<file path="src/wdt_map.vh">
`ifndef WDT_MAP_VH
`define WDT_MAP_VH

// ----------------------------------------------------------------------
// Register addresses
// ----------------------------------------------------------------------
`define WDT_ADDR_W          8
`define WDT_ADDR_PWR        8'h87
`define WDT_ADDR_CTRL       8'h8F
`define WDT_ADDR_CNT_LO     8'hF8
`define WDT_ADDR_CNT_HI     8'hF9

// ----------------------------------------------------------------------
// watchdog_control fields
// ----------------------------------------------------------------------
`define WDT_CTRL_ENABLE     7
`define WDT_CTRL_RESTART    6
`define WDT_CTRL_IDLE_RUN   5
`define WDT_CTRL_PS_HI      2
`define WDT_CTRL_PS_LO      0

// ----------------------------------------------------------------------
// power_control fields
// ----------------------------------------------------------------------
`define WDT_PWR_IDLE        0
`define WDT_PWR_PDOWN       1
`define WDT_PWR_GF0         2
`define WDT_PWR_GF1         3

// ----------------------------------------------------------------------
// Reset values and widths
// ----------------------------------------------------------------------
`define WDT_DATA_ZERO       8'h00
`define WDT_PS_RST          3'h0
`define WDT_CNT_W           14
`define WDT_CNT_ZERO        14'h0000
`define WDT_CNT_MAX         14'h3FFF
`define WDT_PRE_W           8
`define WDT_PRE_ZERO        8'h00

// ----------------------------------------------------------------------
// Timing: 12 oscillator clocks per machine cycle, as 2 x 6
// ----------------------------------------------------------------------
`define WDT_OSC_NS          25
`define WDT_PHASE_W         3
`define WDT_PHASE_ZERO      3'h0
`define WDT_PHASE_LAST      3'h5
`define WDT_HOLD_W          5
`define WDT_HOLD_ZERO       5'h00
`define WDT_HOLD_CYCLES     5'h18

`endif

</file>
<file path="src/wdt_mcycle.v">
`timescale 1ns/10ps
`include "wdt_map.vh"

module wdt_mcycle (
  input  wire i_mclk,
  input  wire i_nrst,
  input  wire i_run,
  output reg  o_tick
);

  reg                      half_q;
  reg  [`WDT_PHASE_W-1:0]  phase_q;

  // ----------------------------------------------------------------------
  // Divide by two, then six states per machine cycle
  // ----------------------------------------------------------------------
  always @(posedge i_mclk or negedge i_nrst) begin
    if (!i_nrst) begin
      half_q  <= 1'b0;
      phase_q <= `WDT_PHASE_ZERO;
      o_tick  <= 1'b0;
    end else if (i_run) begin
      half_q <= ~half_q;
      o_tick <= half_q && (phase_q == `WDT_PHASE_LAST);
      if (half_q) begin
        if (phase_q == `WDT_PHASE_LAST) begin
          phase_q <= `WDT_PHASE_ZERO;
        end else begin
          phase_q <= phase_q + 1'b1;
        end
      end
    end else begin
      o_tick <= 1'b0;
    end
  end

endmodule // wdt_mcycle

</file>
<file path="src/wdt_prescaler.v">
`timescale 1ns/10ps
`include "wdt_map.vh"

module wdt_prescaler (
  input  wire       i_mclk,
  input  wire       i_nrst,
  input  wire       i_clear,
  input  wire       i_step,
  input  wire [2:0] i_sel,
  output wire       o_tick
);

  reg  [`WDT_PRE_W-1:0] cnt_q;
  reg  [`WDT_PRE_W-1:0] mask;
  wire [2:0]            tap;

  // Lower half swaps: 010 is /4, 001 is /8; upper half is plain binary
  assign tap = i_sel[2] ? i_sel : {i_sel[2], i_sel[0], i_sel[1]};

  always @* begin
    case (tap)
      3'h0:    mask = 8'h01;
      3'h1:    mask = 8'h03;
      3'h2:    mask = 8'h07;
      3'h3:    mask = 8'h0F;
      3'h4:    mask = 8'h1F;
      3'h5:    mask = 8'h3F;
      3'h6:    mask = 8'h7F;
      default: mask = 8'hFF;
    endcase
  end

  assign o_tick = i_step && ((cnt_q & mask) == mask);

  always @(posedge i_mclk or negedge i_nrst) begin
    if (!i_nrst) begin
      cnt_q <= `WDT_PRE_ZERO;
    end else if (i_clear) begin
      cnt_q <= `WDT_PRE_ZERO;
    end else if (i_step) begin
      cnt_q <= cnt_q + 1'b1;
    end
  end

endmodule // wdt_prescaler

</file>
<file path="src/wdt_top.v">
// Behaviour
// - Prescaler steps only while enabled (and in idle only with idle-run set), tap sets time-out
// - Enabled time-out raises a system reset
// - System reset leaves the watchdog disabled
// - Counts only while enable bit is set
// - Restart clears counter, prescaler, itself at the next machine-cycle boundary
// - Idle counting only when idle-run bit set
// - Prescale select maps to divide 2..256
// - Period is osc x 2^14 x prescale x 12
// - System reset zeroes counter and prescaler
// - Oscillator divided by two internally
// - Power bits request idle and power-down
// - Idle stops processor clock, watchdog keeps running only if idle-run bit set
`timescale 1ns/10ps
`include "wdt_map.vh"

module wdt_top (
  input  wire                   i_mclk,
  input  wire                   i_nrst,
  input  wire [`WDT_ADDR_W-1:0] i_addr,
  input  wire [7:0]             i_wdata,
  input  wire                   i_wr,
  input  wire                   i_rd,
  input  wire                   i_wake,
  output reg  [7:0]             o_rdata,
  output reg                    o_sys_reset,
  output reg                    o_timeout,
  output reg                    o_cpu_clk_en,
  output reg                    o_idle,
  output reg                    o_powerdown
);

  // ----------------------------------------------------------------------
  // State
  // ----------------------------------------------------------------------
  reg                      enable_q;
  reg                      enable_d;
  reg                      restart_q;
  reg                      restart_d;
  reg                      idle_run_q;
  reg                      idle_run_d;
  reg  [2:0]               ps_q;
  reg  [2:0]               ps_d;
  reg                      gf0_q;
  reg                      gf0_d;
  reg                      gf1_q;
  reg                      gf1_d;
  reg                      idle_d;
  reg                      pdown_d;
  reg  [`WDT_CNT_W-1:0]    cnt_q;
  reg  [`WDT_CNT_W-1:0]    cnt_d;
  reg  [`WDT_HOLD_W-1:0]   hold_q;
  reg  [`WDT_HOLD_W-1:0]   hold_d;
  reg  [7:0]               rdata_d;
  reg                      timeout_d;

  wire                     wr_ctrl;
  wire                     wr_pwr;
  wire                     wr_cnt_lo;
  wire                     wr_cnt_hi;
  wire                     in_reset;
  wire                     run;
  wire                     mc_tick;
  wire                     pre_clear;
  wire                     pre_step;
  wire                     pre_tick;
  wire                     expire;
  wire [7:0]               ctrl_view;
  wire [7:0]               pwr_view;

  // ----------------------------------------------------------------------
  // Decode
  // ----------------------------------------------------------------------
  assign wr_ctrl  = i_wr && (i_addr == `WDT_ADDR_CTRL);
  assign wr_pwr   = i_wr && (i_addr == `WDT_ADDR_PWR);
  // Counter halves are writable as a preset
  assign wr_cnt_lo = i_wr && (i_addr == `WDT_ADDR_CNT_LO);
  assign wr_cnt_hi = i_wr && (i_addr == `WDT_ADDR_CNT_HI);
  // Writes during the reset pulse are overridden below, not refused here
  assign in_reset = (hold_q != `WDT_HOLD_ZERO);

  // Power-down stops the oscillator, so the whole chain halts
  assign run = !o_powerdown &&
               enable_q &&
               (!o_idle || idle_run_q);

  // ----------------------------------------------------------------------
  // Divider chain
  // ----------------------------------------------------------------------
  wdt_mcycle u_mcycle (
    .i_mclk (i_mclk),
    .i_nrst (i_nrst),
    .i_run  (!o_powerdown),
    .o_tick (mc_tick)
  );

  // Restart takes effect on the next machine-cycle boundary
  assign pre_clear = in_reset || (restart_q && mc_tick);
  assign pre_step  = mc_tick && run && !restart_q;

  wdt_prescaler u_prescaler (
    .i_mclk  (i_mclk),
    .i_nrst  (i_nrst),
    .i_clear (pre_clear),
    .i_step  (pre_step),
    .i_sel   (ps_q),
    .o_tick  (pre_tick)
  );

  // 2^14 prescaled ticks x 12 clocks each machine cycle
  assign expire = pre_tick && (cnt_q == `WDT_CNT_MAX);

  // ----------------------------------------------------------------------
  // Register views
  // ----------------------------------------------------------------------
  // Restart reads back 1 until its boundary passes
  assign ctrl_view = {enable_q, restart_q, idle_run_q, 2'b00, ps_q};
  assign pwr_view  = {4'h0, gf1_q, gf0_q, o_powerdown, o_idle};

  // ----------------------------------------------------------------------
  // Next state: control and power registers
  // ----------------------------------------------------------------------
  always @* begin
    enable_d   = enable_q;
    restart_d  = restart_q;
    idle_run_d = idle_run_q;
    ps_d       = ps_q;
    gf0_d      = gf0_q;
    gf1_d      = gf1_q;
    idle_d     = o_idle;
    pdown_d    = o_powerdown;

    // Restart self-clears at the boundary; a new write below wins
    if (restart_q && mc_tick) begin
      restart_d = 1'b0;
    end

    if (wr_ctrl) begin
      enable_d   = i_wdata[`WDT_CTRL_ENABLE];
      idle_run_d = i_wdata[`WDT_CTRL_IDLE_RUN];
      ps_d       = i_wdata[`WDT_CTRL_PS_HI:`WDT_CTRL_PS_LO];
      // Writing zero leaves a pending restart alone
      if (i_wdata[`WDT_CTRL_RESTART]) begin
        restart_d = 1'b1;
      end
    end

    // Wake from interrupt, but a same-cycle idle request wins
    if (i_wake) begin
      idle_d = 1'b0;
    end
    if (wr_pwr) begin
      gf0_d = i_wdata[`WDT_PWR_GF0];
      gf1_d = i_wdata[`WDT_PWR_GF1];
      if (i_wdata[`WDT_PWR_IDLE]) begin
        idle_d = 1'b1;
      end
      if (i_wdata[`WDT_PWR_PDOWN]) begin
        pdown_d = 1'b1;
      end
    end

    // Internal system reset: same result as the external one
    if (in_reset) begin
      enable_d   = 1'b0;
      restart_d  = 1'b0;
      idle_run_d = 1'b0;
      ps_d       = `WDT_PS_RST;
      gf0_d      = 1'b0;
      gf1_d      = 1'b0;
      idle_d     = 1'b0;
      pdown_d    = 1'b0;
    end
  end

  // ----------------------------------------------------------------------
  // Next state: counter, time-out and reset hold
  // ----------------------------------------------------------------------
  always @* begin
    cnt_d     = cnt_q;
    hold_d    = hold_q;
    timeout_d = 1'b0;

    if (restart_q && mc_tick) begin
      cnt_d = `WDT_CNT_ZERO;
    end else if (pre_tick) begin
      // Past the top the count wraps to zero
      cnt_d = cnt_q + 1'b1;
    end

    // Preset lets long periods be reached without waiting them out
    if (wr_cnt_lo) begin
      cnt_d[7:0] = i_wdata;
    end
    if (wr_cnt_hi) begin
      cnt_d[`WDT_CNT_W-1:8] = i_wdata[`WDT_CNT_W-9:0];
    end

    // Time-out while a reset is already held just wraps
    if (expire) begin
      timeout_d = 1'b1;
      if (!in_reset) begin
        hold_d = `WDT_HOLD_CYCLES;
      end
    end

    // The reset pulse itself holds the count at zero
    if (in_reset) begin
      hold_d = hold_q - 1'b1;
      cnt_d  = `WDT_CNT_ZERO;
    end
  end

  // ----------------------------------------------------------------------
  // Read port: data valid only in the cycle after the strobe
  // ----------------------------------------------------------------------
  always @* begin
    rdata_d = `WDT_DATA_ZERO;
    if (i_rd) begin
      case (i_addr)
        `WDT_ADDR_CTRL:   rdata_d = ctrl_view;
        `WDT_ADDR_PWR:    rdata_d = pwr_view;
        // Halves are not latched, so a carry between two reads can tear
        `WDT_ADDR_CNT_LO: rdata_d = cnt_q[7:0];
        `WDT_ADDR_CNT_HI: rdata_d = {2'b00, cnt_q[`WDT_CNT_W-1:8]};
        default:          rdata_d = `WDT_DATA_ZERO;
      endcase
    end
  end

  // ----------------------------------------------------------------------
  // Control and power registers
  // ----------------------------------------------------------------------
  // Reset leaves the watchdog stopped until software enables it
  always @(posedge i_mclk or negedge i_nrst) begin
    if (!i_nrst) begin
      enable_q   <= 1'b0;
      restart_q  <= 1'b0;
      idle_run_q <= 1'b0;
      ps_q       <= `WDT_PS_RST;
      gf0_q      <= 1'b0;
      gf1_q      <= 1'b0;
    end else begin
      enable_q   <= enable_d;
      restart_q  <= restart_d;
      idle_run_q <= idle_run_d;
      ps_q       <= ps_d;
      gf0_q      <= gf0_d;
      gf1_q      <= gf1_d;
    end
  end

  // ----------------------------------------------------------------------
  // Counter and reset hold
  // ----------------------------------------------------------------------
  always @(posedge i_mclk or negedge i_nrst) begin
    if (!i_nrst) begin
      cnt_q  <= `WDT_CNT_ZERO;
      hold_q <= `WDT_HOLD_ZERO;
    end else begin
      cnt_q  <= cnt_d;
      hold_q <= hold_d;
    end
  end

  // ----------------------------------------------------------------------
  // Read data
  // ----------------------------------------------------------------------
  always @(posedge i_mclk or negedge i_nrst) begin
    if (!i_nrst) begin
      o_rdata <= `WDT_DATA_ZERO;
    end else begin
      o_rdata <= rdata_d;
    end
  end

  // ----------------------------------------------------------------------
  // Mode and reset outputs
  // ----------------------------------------------------------------------
  // Pulse is two machine cycles, long enough for the core to see it
  always @(posedge i_mclk or negedge i_nrst) begin
    if (!i_nrst) begin
      o_sys_reset  <= 1'b0;
      o_timeout    <= 1'b0;
      o_cpu_clk_en <= 1'b1;
      o_idle       <= 1'b0;
      o_powerdown  <= 1'b0;
    end else begin
      o_sys_reset  <= (hold_d != `WDT_HOLD_ZERO);
      o_timeout    <= timeout_d;
      o_cpu_clk_en <= !idle_d && !pdown_d;
      o_idle       <= idle_d;
      o_powerdown  <= pdown_d;
    end
  end

endmodule // wdt_top

</file>
<file path="config.mk">
export PLATFORM = sky130hd
export DESIGN_NAME = wdt_top
export DESIGN_NICKNAME = d
export VERILOG_FILES = /design/src/wdt_mcycle.v /design/src/wdt_prescaler.v /design/src/wdt_top.v
export VERILOG_INCLUDE_DIRS = /design/src
export SDC_FILE = /design/constraint.sdc
export NUM_CORES = 1
export LEC_CHECK = 0
export BUFFER_PORTS_ARGS = -buffer_cell sky130_fd_sc_hd__buf_2
export CAP_MARGIN = 20
export CORE_MARGIN = 10
export CORE_UTILIZATION = 50
export CTS_BUF_LIST = sky130_fd_sc_hd__clkbuf_4 sky130_fd_sc_hd__clkbuf_8 sky130_fd_sc_hd__clkbuf_16
export DETAILED_ROUTE_END_ITERATION = 16
export GPL_TIMING_DRIVEN = 0
export PLACE_DENSITY_LB_ADDON = 0.12
export SETUP_SLACK_MARGIN = 0.1
export SYNTH_ARGS = -nofsm -noshare
export SYNTH_HDL_FRONTEND = slang
export SYNTH_SLANG_ARGS = --single-unit
</file>
<file path="constraint.sdc">
create_clock -name i_mclk -period 2.2 [get_ports i_mclk]
set_clock_uncertainty 0.15 [all_clocks]
set_input_delay 0.22 -clock i_mclk [delete_from_list [all_inputs] [get_ports i_mclk]]
set_output_delay 0.22 -clock i_mclk [all_outputs]
set_load 0.03 [all_outputs]
</file>
==> results of run 1 <==
==> cell families after synthesis <==
logic type	Yosys count	synth area share (%)
AND/OR/NAND/NOR	134	24.5
AO/OA/AOI/OAI	74	18.0
adder cells (fa/ha/maj)	3	1.28
flip-flops	53	45.1
multiplexers	8	2.93
buffers and inverters	25	4.64
XOR/XNOR	12	3.57
==> metal layers <==
| metal | share of wire (%) | track usage (%) | up-vias | wire (µm) |
|---|---|---|---|---|
| met4 | 3.1 | 6.20 | 0 | 239 |
| met2 | 45 | 23.3 | 125 | 3450 |
| met3 | 7.5 | 4.33 | 20 | 573 |
| li1 | - | - | 1226 | - |
| met5 | 0 | 0 | - | 0 |
| met1 | 45 | 20.8 | 1277 | 3430 |
==> sequential cells by signal (all words and copies together), names as in the netlist, 3 cells and up <==
name / count
u_mcycle.phase_q: 3
o_rdata: 8
ps_q: 3
hold_q: 5
u_prescaler.cnt_q: 8
cnt_q: 14
==> layout make-up <==
type	count	area share [%]
Inverter	9	0.957
Timing Repair Buffer	54	9.61
Buffer	16	2.94
Clock inverter	2	0.390
Multi-Input combinational cell	231	43.7
Tap cell	72	2.55
Clock buffer	6	2.16
Sequential cell	53	37.7
==> power by group through the flow <==
| stage | Combinational, W | Clock [W] | Sequential [W] |
|---|---|---|---|
| after global placement | 0.000203 | 0 | 0.00111 |
| final | 0.000214 | 0.000570 | 0.00109 |
| after detailed placement | 0.000211 | 0 | 0.00111 |
| after floorplan | 0.000132 | 0 | 0.00110 |
| after global routing | 0.000242 | 0.000620 | 0.00110 |
| after CTS | 0.000214 | 0.000585 | 0.00109 |
==> through the flow <==
| stage | utilization (%) | std cells | setup slack, ns | power, W |
|---|---|---|---|---|
| after floorplan | - | 309 | 0.148 | 0.00123 |
| after global placement | 57.0 | 414 | -0.160 | 0.00131 |
| after detailed placement | 57.4 | 415 | -0.157 | 0.00132 |
| after CTS | 60.6 | 431 | 0.111 | 0.00189 |
| after global routing | 62.9 | 443 | 0.0613 | 0.00196 |
| final | 62.9 | 443 | 0.145 | 0.00187 |
==> what timing repair did <==
item / in CTS / in global routing
pin swaps: 4 / 11
setup endpoints to repair: 18 / 18
cloned: 0 / 1
resized for setup: 7 / 14
hold buffers: 1 / 0
setup buffers: 7 / 11
endpoints found under the hold margin: 25 / 0
==> synthesized netlist by cell type, types with 4 or more instances <==
library cell | count | area, µm²
dfrtp_1 | 52 | 1300
nor2_1 | 48 | 180
a21oi_1 | 28 | 140
nand2_1 | 23 | 86.3
nand3_1 | 13 | 65.1
nor3_1 | 11 | 55.1
inv_1 | 8 | 30.0
nand4_1 | 8 | 50.1
xnor2_1 | 8 | 70.1
a22oi_1 | 6 | 45.0
o21ai_1 | 6 | 30.0
clkbuf_1 | 5 | 18.8
mux2_2 | 5 | 56.3
o22a_1 | 5 | 43.8
buf_2 | 4 | 20.0
nand2b_1 | 4 | 25.0
o21ai_0 | 4 | 20.0
o31ai_1 | 4 | 30.0
xor2_1 | 4 | 35.0
==> worst paths after layout <==
kind / slack, ns / end / cells after the start
hold reg to reg: 0.33 / u_mcycle.phase_q[0]$_DFFE_PN0P_ / 1
setup / recovery: 0.14 / cnt_q[12]$_DFFE_PN0P_ / 9
min in group asynchronous: 0.31 / cnt_q[10]$_DFFE_PN0P_ / 2
max in group asynchronous: 1.02 / enable_q$_DFFE_PN0P_ / 3
hold / removal: 0.008 / o_rdata[4]$_DFF_PN0_ / 2
setup reg to reg: 0.14 / cnt_q[12]$_DFFE_PN0P_ / 9
==> results.sh, run 1 <==
export IMPL_grt_max_degree=28
export IMPL_drtIter0Drc=231
export IMPL_vias_per_cell=5.98
export IMPL_ys_seq_area_share_pct=45.1
export IMPL_numCtsBuffers=5
export IMPL_gr_usage_all_layers_pct=15.6
export IMPL_min_from="i_rd"
export IMPL_critPathSlowestCell="dfrtp_1"
export IMPL_end_kind="flop"
export IMPL_routed_wirelength_mm=7.69
export IMPL_hold_class="in2reg"
export IMPL_die_h_um=96.7
export IMPL_design_area_mm2=0.00353
export IMPL_drt_first_pass_iters=5
export IMPL_start_kind="flop"
export IMPL_dieArea_mm2=0.00935
export IMPL_initial_utilization_pct=52.5
export IMPL_clkSinkCount=53
export IMPL_cts_root_buf="clkbuf_8"
export IMPL_synth_edf_count=0
export IMPL_n_antenna_cell=0
export IMPL_seqPwrFrac_pct=58.2
export IMPL_post_dp_cell_area_mm2=0.00322
export IMPL_clk_latency_ns=0.31
export IMPL_n_fill_cell=502
export IMPL_area_delta_synth_final_pct=20.0
export IMPL_synth_avg_cell_area_um2=9.52
export IMPL_final_common_cell="dfrtp_1"
export IMPL_clock_path_buffers=2
export IMPL_p_leak_nw=1.58
export IMPL_fp_coreArea_mm2=0.00561
export IMPL_worst_hold_slack_ns=0.00819
export IMPL_drtAntennaViolNets=0
export IMPL_required_ns=2.25
export IMPL_synth_fp_nets=333
export IMPL_status="completed"
export IMPL_syn_cell_area_mm2=0.00294
export IMPL_io_pins=34
export IMPL_antenna_found_initial=0
export IMPL_syn_inst=309
export IMPL_cap_viol_max_count=0
export IMPL_hold_viol_final=0
export IMPL_row_count=27
export IMPL_cts_tree="done"
export IMPL_switching_share_pct=26.8
export IMPL_cts_clk_slew_worst_paths_ns=0.10
export IMPL_die_w_um=96.7
export IMPL_grt_pass1_wl_mm=12.4
export IMPL_ys_types=65
export IMPL_startpoint="hold_q[0]$_DFF_PN0_"
export IMPL_synthFlopType="dfrtp_1"
export IMPL_htree_levels=2
export IMPL_internal_power_w=0.00137
export IMPL_drc_errors=0
export IMPL_rsz0062_at_grt="true"
export IMPL_relSlewSlack_pct=57.5
export IMPL_nNetsFinal=394
export IMPL_fin_crit_ns=2.06
export IMPL_pwr_share_comb_pct=11.4
export IMPL_slew_viol_final=0
export IMPL_wl_per_cell_um=17.4
export IMPL_p_sw_w=0.000502
export IMPL_synthArstFlopShare_pct=100
export IMPL_grt_remaining_overflow=0
export IMPL_yosysWarnings=0
export IMPL_tns_ns=0
export IMPL_num_vias=2648
export IMPL_ir_worst_vdd_uv=403
export IMPL_io_buffers=33
export IMPL_grt_pass1_vias=2501
export IMPL_crit_path_max_incr_delay_ns=0.40
export IMPL_critPathArrivalTime_ns=2.10
export IMPL_multiInputGateArea_mm2=0.00154
export IMPL_crit_family="simple AND/OR/NAND/NOR gates"
export IMPL_crit_fanout=5
export IMPL_crit_type="reg2reg"
export IMPL_area_sequential_mm2=0.00133
export IMPL_fmax_ghz=0.487
export IMPL_worst_slew_pin_slew_ns=0.638
export IMPL_path_cells="inv_2, ha_4, nor4b_4, nand2_4, or2_4, a21oi_4, buf_6, nor2_2, o32a_1"
export IMPL_setup_viol=0
export IMPL_gp_congestion=0.891
export IMPL_path_buf_inv=2
export IMPL_hpwl_mm=5.45
export IMPL_timing_rr_start="hold_q[0]$_DFF_PN0_"
export IMPL_drive_gt1_share_pct=29.1
export IMPL_power_per_cell_area_mw_per_mm2=531
export IMPL_p_clk_share_pct=30.4
export IMPL_yosys_register_bits=53
export IMPL_period_share_pct=93.4
export IMPL_final_cell_mix="49 x dfrtp_1, 47 x nor2_1, 39 x buf_2, 28 x a21oi_1, 22 x nand2_1"
(Power assumes the default switching activity.)
==> run 2: changes to the inputs <==
--- a/config.mk
+++ b/config.mk
@@ -9,10 +9,11 @@
 export BUFFER_PORTS_ARGS = -buffer_cell sky130_fd_sc_hd__buf_2
 export CAP_MARGIN = 20
 export CORE_MARGIN = 10
-export CORE_UTILIZATION = 50
+export CORE_UTILIZATION = 30
 export CTS_BUF_LIST = sky130_fd_sc_hd__clkbuf_4 sky130_fd_sc_hd__clkbuf_8 sky130_fd_sc_hd__clkbuf_16
 export DETAILED_ROUTE_END_ITERATION = 16
 export GPL_TIMING_DRIVEN = 0
+export MAX_ROUTING_LAYER = met4
 export PLACE_DENSITY_LB_ADDON = 0.12
 export SETUP_SLACK_MARGIN = 0.1
 export SYNTH_ARGS = -nofsm -noshare
==> run 2 against run 1 <==
Compared with the run above: flip-flop and latch count is the same; via count shrank 4.2%; largest cell class unchanged; design area grew 2.5%; sequential share of layout area shrank 1.0 points; clock power grew 23%; highest routed layer unchanged; combinational power grew 6%; cell count grew 14%.
==> results.sh, run 2 (synthesis results as in run 1) <==
export IMPL_design_area_mm2=0.00362
export IMPL_clk_latency_ns=0.32
export IMPL_end_kind="flop"
export IMPL_largest_reg_flops=14
export IMPL_gr_usage_all_layers_pct=12.1
export IMPL_post_dp_cell_area_mm2=0.00329
export IMPL_rsz0062_at_grt="true"
export IMPL_worst_hold_slack_ns=0.0354
export IMPL_clock_path_buffers=2
export IMPL_status="completed"
export IMPL_cts_root_buf="clkbuf_8"
export IMPL_dieArea_mm2=0.0142
export IMPL_worst_slew_pin_slew_ns=0.652
export IMPL_clkSinkCount=53
export IMPL_setup_viol=0
export IMPL_p_sw_w=0.000523
export IMPL_path_cells="inv_2, ha_4, nor4b_4, nand2_4, or2_4, a21oi_4, buf_6, nor2_4, o32a_1"
export IMPL_grt_pass1_vias=2534
export IMPL_gp_congestion=0.840
export IMPL_internal_power_w=0.00149
export IMPL_grt_remaining_overflow=0
export IMPL_wl_per_cell_um=16.3
export IMPL_fmax_ghz=0.486
export IMPL_timing_rr_start="hold_q[0]$_DFF_PN0_"
export IMPL_relSlewSlack_pct=56.5
export IMPL_antenna_found_initial=0
export IMPL_n_antenna_cell=0
export IMPL_switching_share_pct=26.0
export IMPL_min_from="i_wdata[7]"
export IMPL_grt_use_met3_pct=2.88
export IMPL_crit_path_max_incr_delay_ns=0.40
export IMPL_io_pins=34
export IMPL_use_met1_pct=15.6
export IMPL_reg_top3="cnt_q: 14 flops, o_rdata: 8 flops, u_prescaler.cnt_q: 8 flops"
export IMPL_crit_fanout=5
export IMPL_drtAntennaViolNets=0
export IMPL_area_delta_synth_final_pct=23.0
export IMPL_hold_class="in2reg"
export IMPL_drive_gt1_share_pct=28.0
export IMPL_grt_pass1_wl_mm=13.6
export IMPL_cap_viol_max_count=0
export IMPL_top_register="cnt_q"
export IMPL_p_clk_share_pct=34.9
export IMPL_initial_utilization_pct=30.4
export IMPL_nNetsFinal=394
export IMPL_n_fill_cell=1040
export IMPL_period_share_pct=93.5
export IMPL_htree_levels=2
export IMPL_grt_max_degree=28
export IMPL_ir_worst_vdd_uv=252
export IMPL_vias_per_cell=5.03
export IMPL_slew_viol_final=0
export IMPL_drt_first_pass_iters=4
export IMPL_pwr_share_comb_pct=11.2
export IMPL_power_total_w=0.00201
export IMPL_required_ns=2.26
export IMPL_final_cell_mix="51 x dfrtp_1, 46 x nor2_1, 38 x buf_2, 28 x a21oi_1, 23 x nand2_1"
export IMPL_start_kind="flop"
export IMPL_final_common_cell="dfrtp_1"
export IMPL_numCtsBuffers=5
export IMPL_die_h_um=119
export IMPL_num_vias=2536
export IMPL_row_count=36
export IMPL_cts_tree="done"
export IMPL_power_per_cell_area_mw_per_mm2=556
export IMPL_fin_crit_ns=2.06
export IMPL_drtIter0Drc=162
export IMPL_critPathArrivalTime_ns=2.12
export IMPL_hold_viol_final=0
export IMPL_hpwl_mm=6.20
export IMPL_io_buffers=33
export IMPL_grt_busiest_layer="met2"
export IMPL_die_w_um=119
export IMPL_drc_errors=0
export IMPL_startpoint="hold_q[0]$_DFF_PN0_"
export IMPL_seqPwrFrac_pct=53.9
export IMPL_fp_coreArea_mm2=0.00968
export IMPL_p_leak_nw=1.60
export IMPL_cts_clk_slew_worst_paths_ns=0.11
export IMPL_crit_type="reg2reg"
export IMPL_routed_wirelength_mm=8.20
export IMPL_critPathSlowestCell="dfrtp_1"
export IMPL_postLayoutCoreUtil_pct=37.4
export IMPL_met2_usage_pct=18.3
-- run 2: cell type report --
cell class                 instances  area (µm²)  area share [%]
buffer                            16         108            2.97
clock buffer                       6        76.3            2.11
clock inverter                     2        38.8            1.07
inverter                           9        33.8           0.934
multi-input combinational        231        1530            42.3
sequential                        53        1330            36.7
tap                              133         166            4.60
timing repair buffer              54         338            9.34
-- run 2: power groups by stage --
stage / clock, W / combinational [W] / sequential [W]
after floorplan: 0 / 0.000132 / 0.00110
after global placement: 0 / 0.000210 / 0.00110
after detailed placement: 0 / 0.000218 / 0.00111
after CTS: 0.000733 / 0.000230 / 0.00108
after global routing: 0.000756 / 0.000254 / 0.00109
final: 0.000703 / 0.000226 / 0.00108
-- run 2: routing by layer --
metal / vias to the layer above / part of all wire [%]
met1: 1227 / 47
li1: 1240 / -
met4: 0 / 1.9
met3: 11 / 5.5
met2: 58 / 45
met5: - / 0
-- run 2: worst paths after layout --
| check | to | slack [ns] | depth (start not counted) |
|---|---|---|---|
| worst max-delay path | cnt_q[12]$_DFFE_PN0P_ | 0.14 | 9 |
| worst min-delay path | enable_q$_DFFE_PN0P_ | 0.04 | 3 |
| worst max register to register | cnt_q[12]$_DFFE_PN0P_ | 0.14 | 9 |
| worst min register to register | u_mcycle.phase_q[0]$_DFFE_PN0P_ | 0.34 | 1 |
| max in group asynchronous | u_prescaler.cnt_q[7]$_DFFE_PN0P_ | 1.01 | 3 |
| min in group asynchronous | cnt_q[10]$_DFFE_PN0P_ | 0.31 | 2 |
-- run 2: timing repair --
| action | CTS | global route |
|---|---|---|
| resized for setup | 8 | 11 |
| hold buffers | 2 | 0 |
| pin swaps | 6 | 8 |
| setup buffers | 11 | 6 |
| endpoints found under the setup margin | 22 | 24 |
| gates cloned | 1 | 0 |
| endpoints found under the hold margin | 26 | 0 |
-- run 2: critical path: cells and delay by family, from the launching register on --
| kind | cells | cell delay (ns) |
|---|---|---|
| flip-flops | 1 | 0.40 |
| AND/OR/NAND/NOR | 4 | 0.72 |
| buffers and inverters | 2 | 0.23 |
| adder cells (fa/ha/maj) | 1 | 0.14 |
| AO/OA/AOI/OAI | 2 | 0.31 |
-- run 2: metrics by stage --
stage / std cells / setup WS (ns) / TNS [ns]
2_1_floorplan: 309 / 0.148 / 0
3_3_place_gp: 475 / -0.236 / -1.60
3_5_place_dp: 476 / -0.237 / -1.53
4_1_cts: 498 / 0.117 / 0
5_1_grt: 504 / 0.0283 / 0
6_report: 504 / 0.143 / 0
==> run 3: changes to the inputs <==
--- a/config.mk
+++ b/config.mk
@@ -6,6 +6,7 @@
 export SDC_FILE = /design/constraint.sdc
 export NUM_CORES = 1
 export LEC_CHECK = 0
+export ABC_AREA = 1
 export BUFFER_PORTS_ARGS = -buffer_cell sky130_fd_sc_hd__buf_2
 export CAP_MARGIN = 20
 export CORE_MARGIN = 10
==> constraint.sdc (replaced) <==
create_clock -name i_mclk -period 2.3 [get_ports i_mclk]
set_clock_uncertainty 0.15 [all_clocks]
set_input_delay 0.23 -clock i_mclk [delete_from_list [all_inputs] [get_ports i_mclk]]
set_output_delay 0.23 -clock i_mclk [all_outputs]
set_load 0.03 [all_outputs]
==> run 3 against run 2 <==
Compared with the run above: clock power decreased by 20%; sequential power decreased by 11%; cell count increased by 14%; power decreased by 20%; critical path depth decreased by 1; register-to-register slack improved by 0.16 ns; synthesized cell count increased by 29%; hold slack improved by 0.013 ns; die area increased by 1.3%; critical endpoint is now o_cpu_clk_en$_DFF_PN1_; largest power group unchanged.
==> results.sh, run 3 <==
export IMPL_status="completed"
export IMPL_muxShareOfSynthArea_pct=0
export IMPL_syn_cell_area_mm2=0.00299
export IMPL_p_sw_w=0.000407
export IMPL_synthAdderAreaFrac_pct=1.26
export IMPL_drtIter0Drc=146
export IMPL_fmax_ghz=0.501
export IMPL_slew_viol_final=0
export IMPL_grt_pass1_vias=2792
export IMPL_yosysWarnings=0
export IMPL_seqPwrFrac_pct=59.2
export IMPL_syn_inst=400
export IMPL_yosysMostFrequentCell="nand2_1"
export IMPL_wl_per_cell_um=14.7
export IMPL_vias_per_cell=4.73
export IMPL_hold_viol_final=0
export IMPL_n_antenna_cell=0
export IMPL_required_ns=2.39
export IMPL_path_cells="inv_1, ha_1, nand3b_1, inv_2, buf_4, nand2_1, o32ai_1, nor2_1"
export IMPL_top_register="cnt_q"
export IMPL_ys_types=39
export IMPL_drt_first_pass_iters=4
export IMPL_die_w_um=120
export IMPL_ir_worst_vdd_uv=211
export IMPL_clk_latency_ns=0.32
export IMPL_ys_seq_area_share_pct=44.4
export IMPL_synth_fp_nets=424
export IMPL_synth_avg_cell_area_um2=7.47
export IMPL_period_share_pct=86.8
export IMPL_dieArea_mm2=0.0143
export IMPL_antenna_found_initial=0
export IMPL_numCtsBuffers=5
export IMPL_synth_top_cells_by_count="114 x nand2_1, 52 x dfrtp_1, 48 x inv_1"
export IMPL_cts_clk_slew_worst_paths_ns=0.11
export IMPL_crit_type="reg2reg"
export IMPL_internal_power_w=0.00121
export IMPL_drtAntennaViolNets=0
export IMPL_routed_wirelength_mm=8.50
export IMPL_final_common_cell="nand2_1"
export IMPL_gr_usage_all_layers_pct=12.5
export IMPL_synth_xor_area_share_pct=1.76
export IMPL_hpwl_mm=6.56
export IMPL_end_kind="flop"
export IMPL_synth_compound_area_share_pct=11.8
export IMPL_p_leak_nw=1.73
export IMPL_p_clk_share_pct=34.7
export IMPL_area_delta_synth_final_pct=15.5
export IMPL_cap_viol_max_count=0
export IMPL_row_count=36
export IMPL_hold_class="in2reg"
export IMPL_synth_top_area_share_pct=43.6
export IMPL_gp_congestion=0.879
export IMPL_relSlewSlack_pct=65.0
export IMPL_num_vias=2731
export IMPL_clock_path_buffers=2
export IMPL_power_total_w=0.00161
export IMPL_die_h_um=120
export IMPL_largest_reg_flops=14
export IMPL_io_pins=34
export IMPL_worst_slew_pin_slew_ns=0.525
export IMPL_rsz0062_at_grt="false"
export IMPL_start_kind="flop"
export IMPL_cts_tree="done"
export IMPL_crit_fanout=10
export IMPL_crit_path_max_incr_delay_ns=0.38
export IMPL_ff2ff_setup_slack_ns=0.30
export IMPL_grt_pass1_wl_mm=14.1
export IMPL_synthArstFlopShare_pct=100
export IMPL_final_cell_mix="113 x nand2_1, 52 x dfrtp_1, 48 x inv_1, 38 x nor2_1, 35 x nand3_1"
export IMPL_grt_remaining_overflow=0
export IMPL_reg_top3="cnt_q: 14 flops, o_rdata: 8 flops, u_prescaler.cnt_q: 8 flops"
export IMPL_switching_share_pct=25.2
export IMPL_cts_root_buf="clkbuf_8"
export IMPL_yosys_register_bits=53
export IMPL_yosys_area_share_simple_pct=32.8
export IMPL_synthFlopType="dfrtp_1"
export IMPL_fin_crit_ns=2.00
export IMPL_synth_top_family_by_area="simple AND/OR/NAND/NOR gates"
export IMPL_clkSinkCount=53
export IMPL_pwr_share_comb_pct=6.1
export IMPL_setup_viol=0
export IMPL_grt_max_degree=35
export IMPL_drive_gt1_share_pct=14.2
export IMPL_critPathArrivalTime_ns=2.08
export IMPL_initial_utilization_pct=30.7
export IMPL_htree_levels=2
export IMPL_yosys_area_top_type="dfrtp_1"
export IMPL_tns_ns=0
export IMPL_drc_errors=0
export IMPL_power_per_cell_area_mw_per_mm2=468
export IMPL_nNetsFinal=467
export IMPL_synthTopCellsByArea="dfrtp_1 44%, nand2_1 14%, inv_1 6.0%, nand3_1 5.9%, o21ai_0 5.0%"
export IMPL_synth_edf_count=0
export IMPL_io_buffers=33
export IMPL_critPathSlowestCell="dfrtp_1"
export IMPL_fp_coreArea_mm2=0.00973
run 3: what timing repair did:
item | 4_1_cts | 5_1_grt
hold buffers | 1 | 1
gates resized for setup | 0 | 1
buffers inserted | 0 | 0
endpoints found under the hold margin | 18 | 1
endpoints found under the setup margin | 0 | 1
run 3: path summary, 6_finish.rpt:
kind,cells past startpoint,end,from
max,8,o_cpu_clk_en$_DFF_PN1_,hold_q[0]$_DFF_PN0_
min,3,restart_q$_DFF_PN0_,i_wdata[6]
max reg2reg,8,o_cpu_clk_en$_DFF_PN1_,hold_q[0]$_DFF_PN0_
min reg2reg,1,u_mcycle.half_q$_DFFE_PN0N_,u_mcycle.half_q$_DFFE_PN0N_
max in group asynchronous,3,u_prescaler.cnt_q[0]$_DFFE_PN0P_,i_nrst
min in group asynchronous,2,u_prescaler.cnt_q[3]$_DFFE_PN0P_,i_nrst
run 3: logic make-up (layout without fill, tap and decap cells):
family	count (synthesis)	count (layout)
adders and majority gates	3	3
DFF	53	53
and+or+nand+nor	216	216
AOI/OAI and AO/OA	64	64
xor gates and xnor gates	6	6
buffers and inverters	58	102
run 3: metrics by stage:
| stage | setup slack [ns] | area, µm² | util, % | cells | hold slack (ns) |
|---|---|---|---|---|---|
| 2_1_floorplan | 0.610 | 2990 | - | 400 | -0.216 |
| 3_3_place_gp | 0.264 | 3320 | 34.1 | 566 | 0.321 |
| 3_5_place_dp | 0.282 | 3340 | 34.3 | 567 | 0.0656 |
| 4_1_cts | 0.269 | 3440 | 35.3 | 576 | 0.00522 |
| 5_1_grt | 0.153 | 3450 | 35.5 | 577 | 0.0373 |
| 6_report | 0.304 | 3450 | 35.5 | 577 | 0.0485 |
run 3: critical path: cells and delay by family (launching register included):
kind            cells  cell delay [ns]
flops               1             0.38
fa+ha+maj           1             0.21
compound gates      1             0.23
simple gates        3             0.44
buf+inv             3             0.52
run 3: cell type report:
class	count	area (µm²)
buffer	6	41.3
clock inverter	2	13.8
inverter	52	195
fill	1060	6280
sequential	53	1330
timing repair buffer	36	205
tap	133	166
multi-input combinational	289	1430
clock buffer	6	76.3
run 3: power by group through the flow:
stage | combinational (W) | sequential, W | clock (W)
floorplan | 0.0000392 | 0.000969 | 0
global placement | 0.0000923 | 0.000974 | 0
detailed placement | 0.0000976 | 0.000974 | 0
CTS | 0.0000993 | 0.000955 | 0.000584
global route | 0.000113 | 0.000957 | 0.000620
finish | 0.0000979 | 0.000956 | 0.000561
run 3: metal layers:
layer  track usage [%]  up-vias  share of wire, %
li1                  -     1391                 -
met1              16.3     1261                50
met2              18.5       67                43
met3              3.09       12               5.2
met4              4.22        0               1.9
met5                 -        -                 0
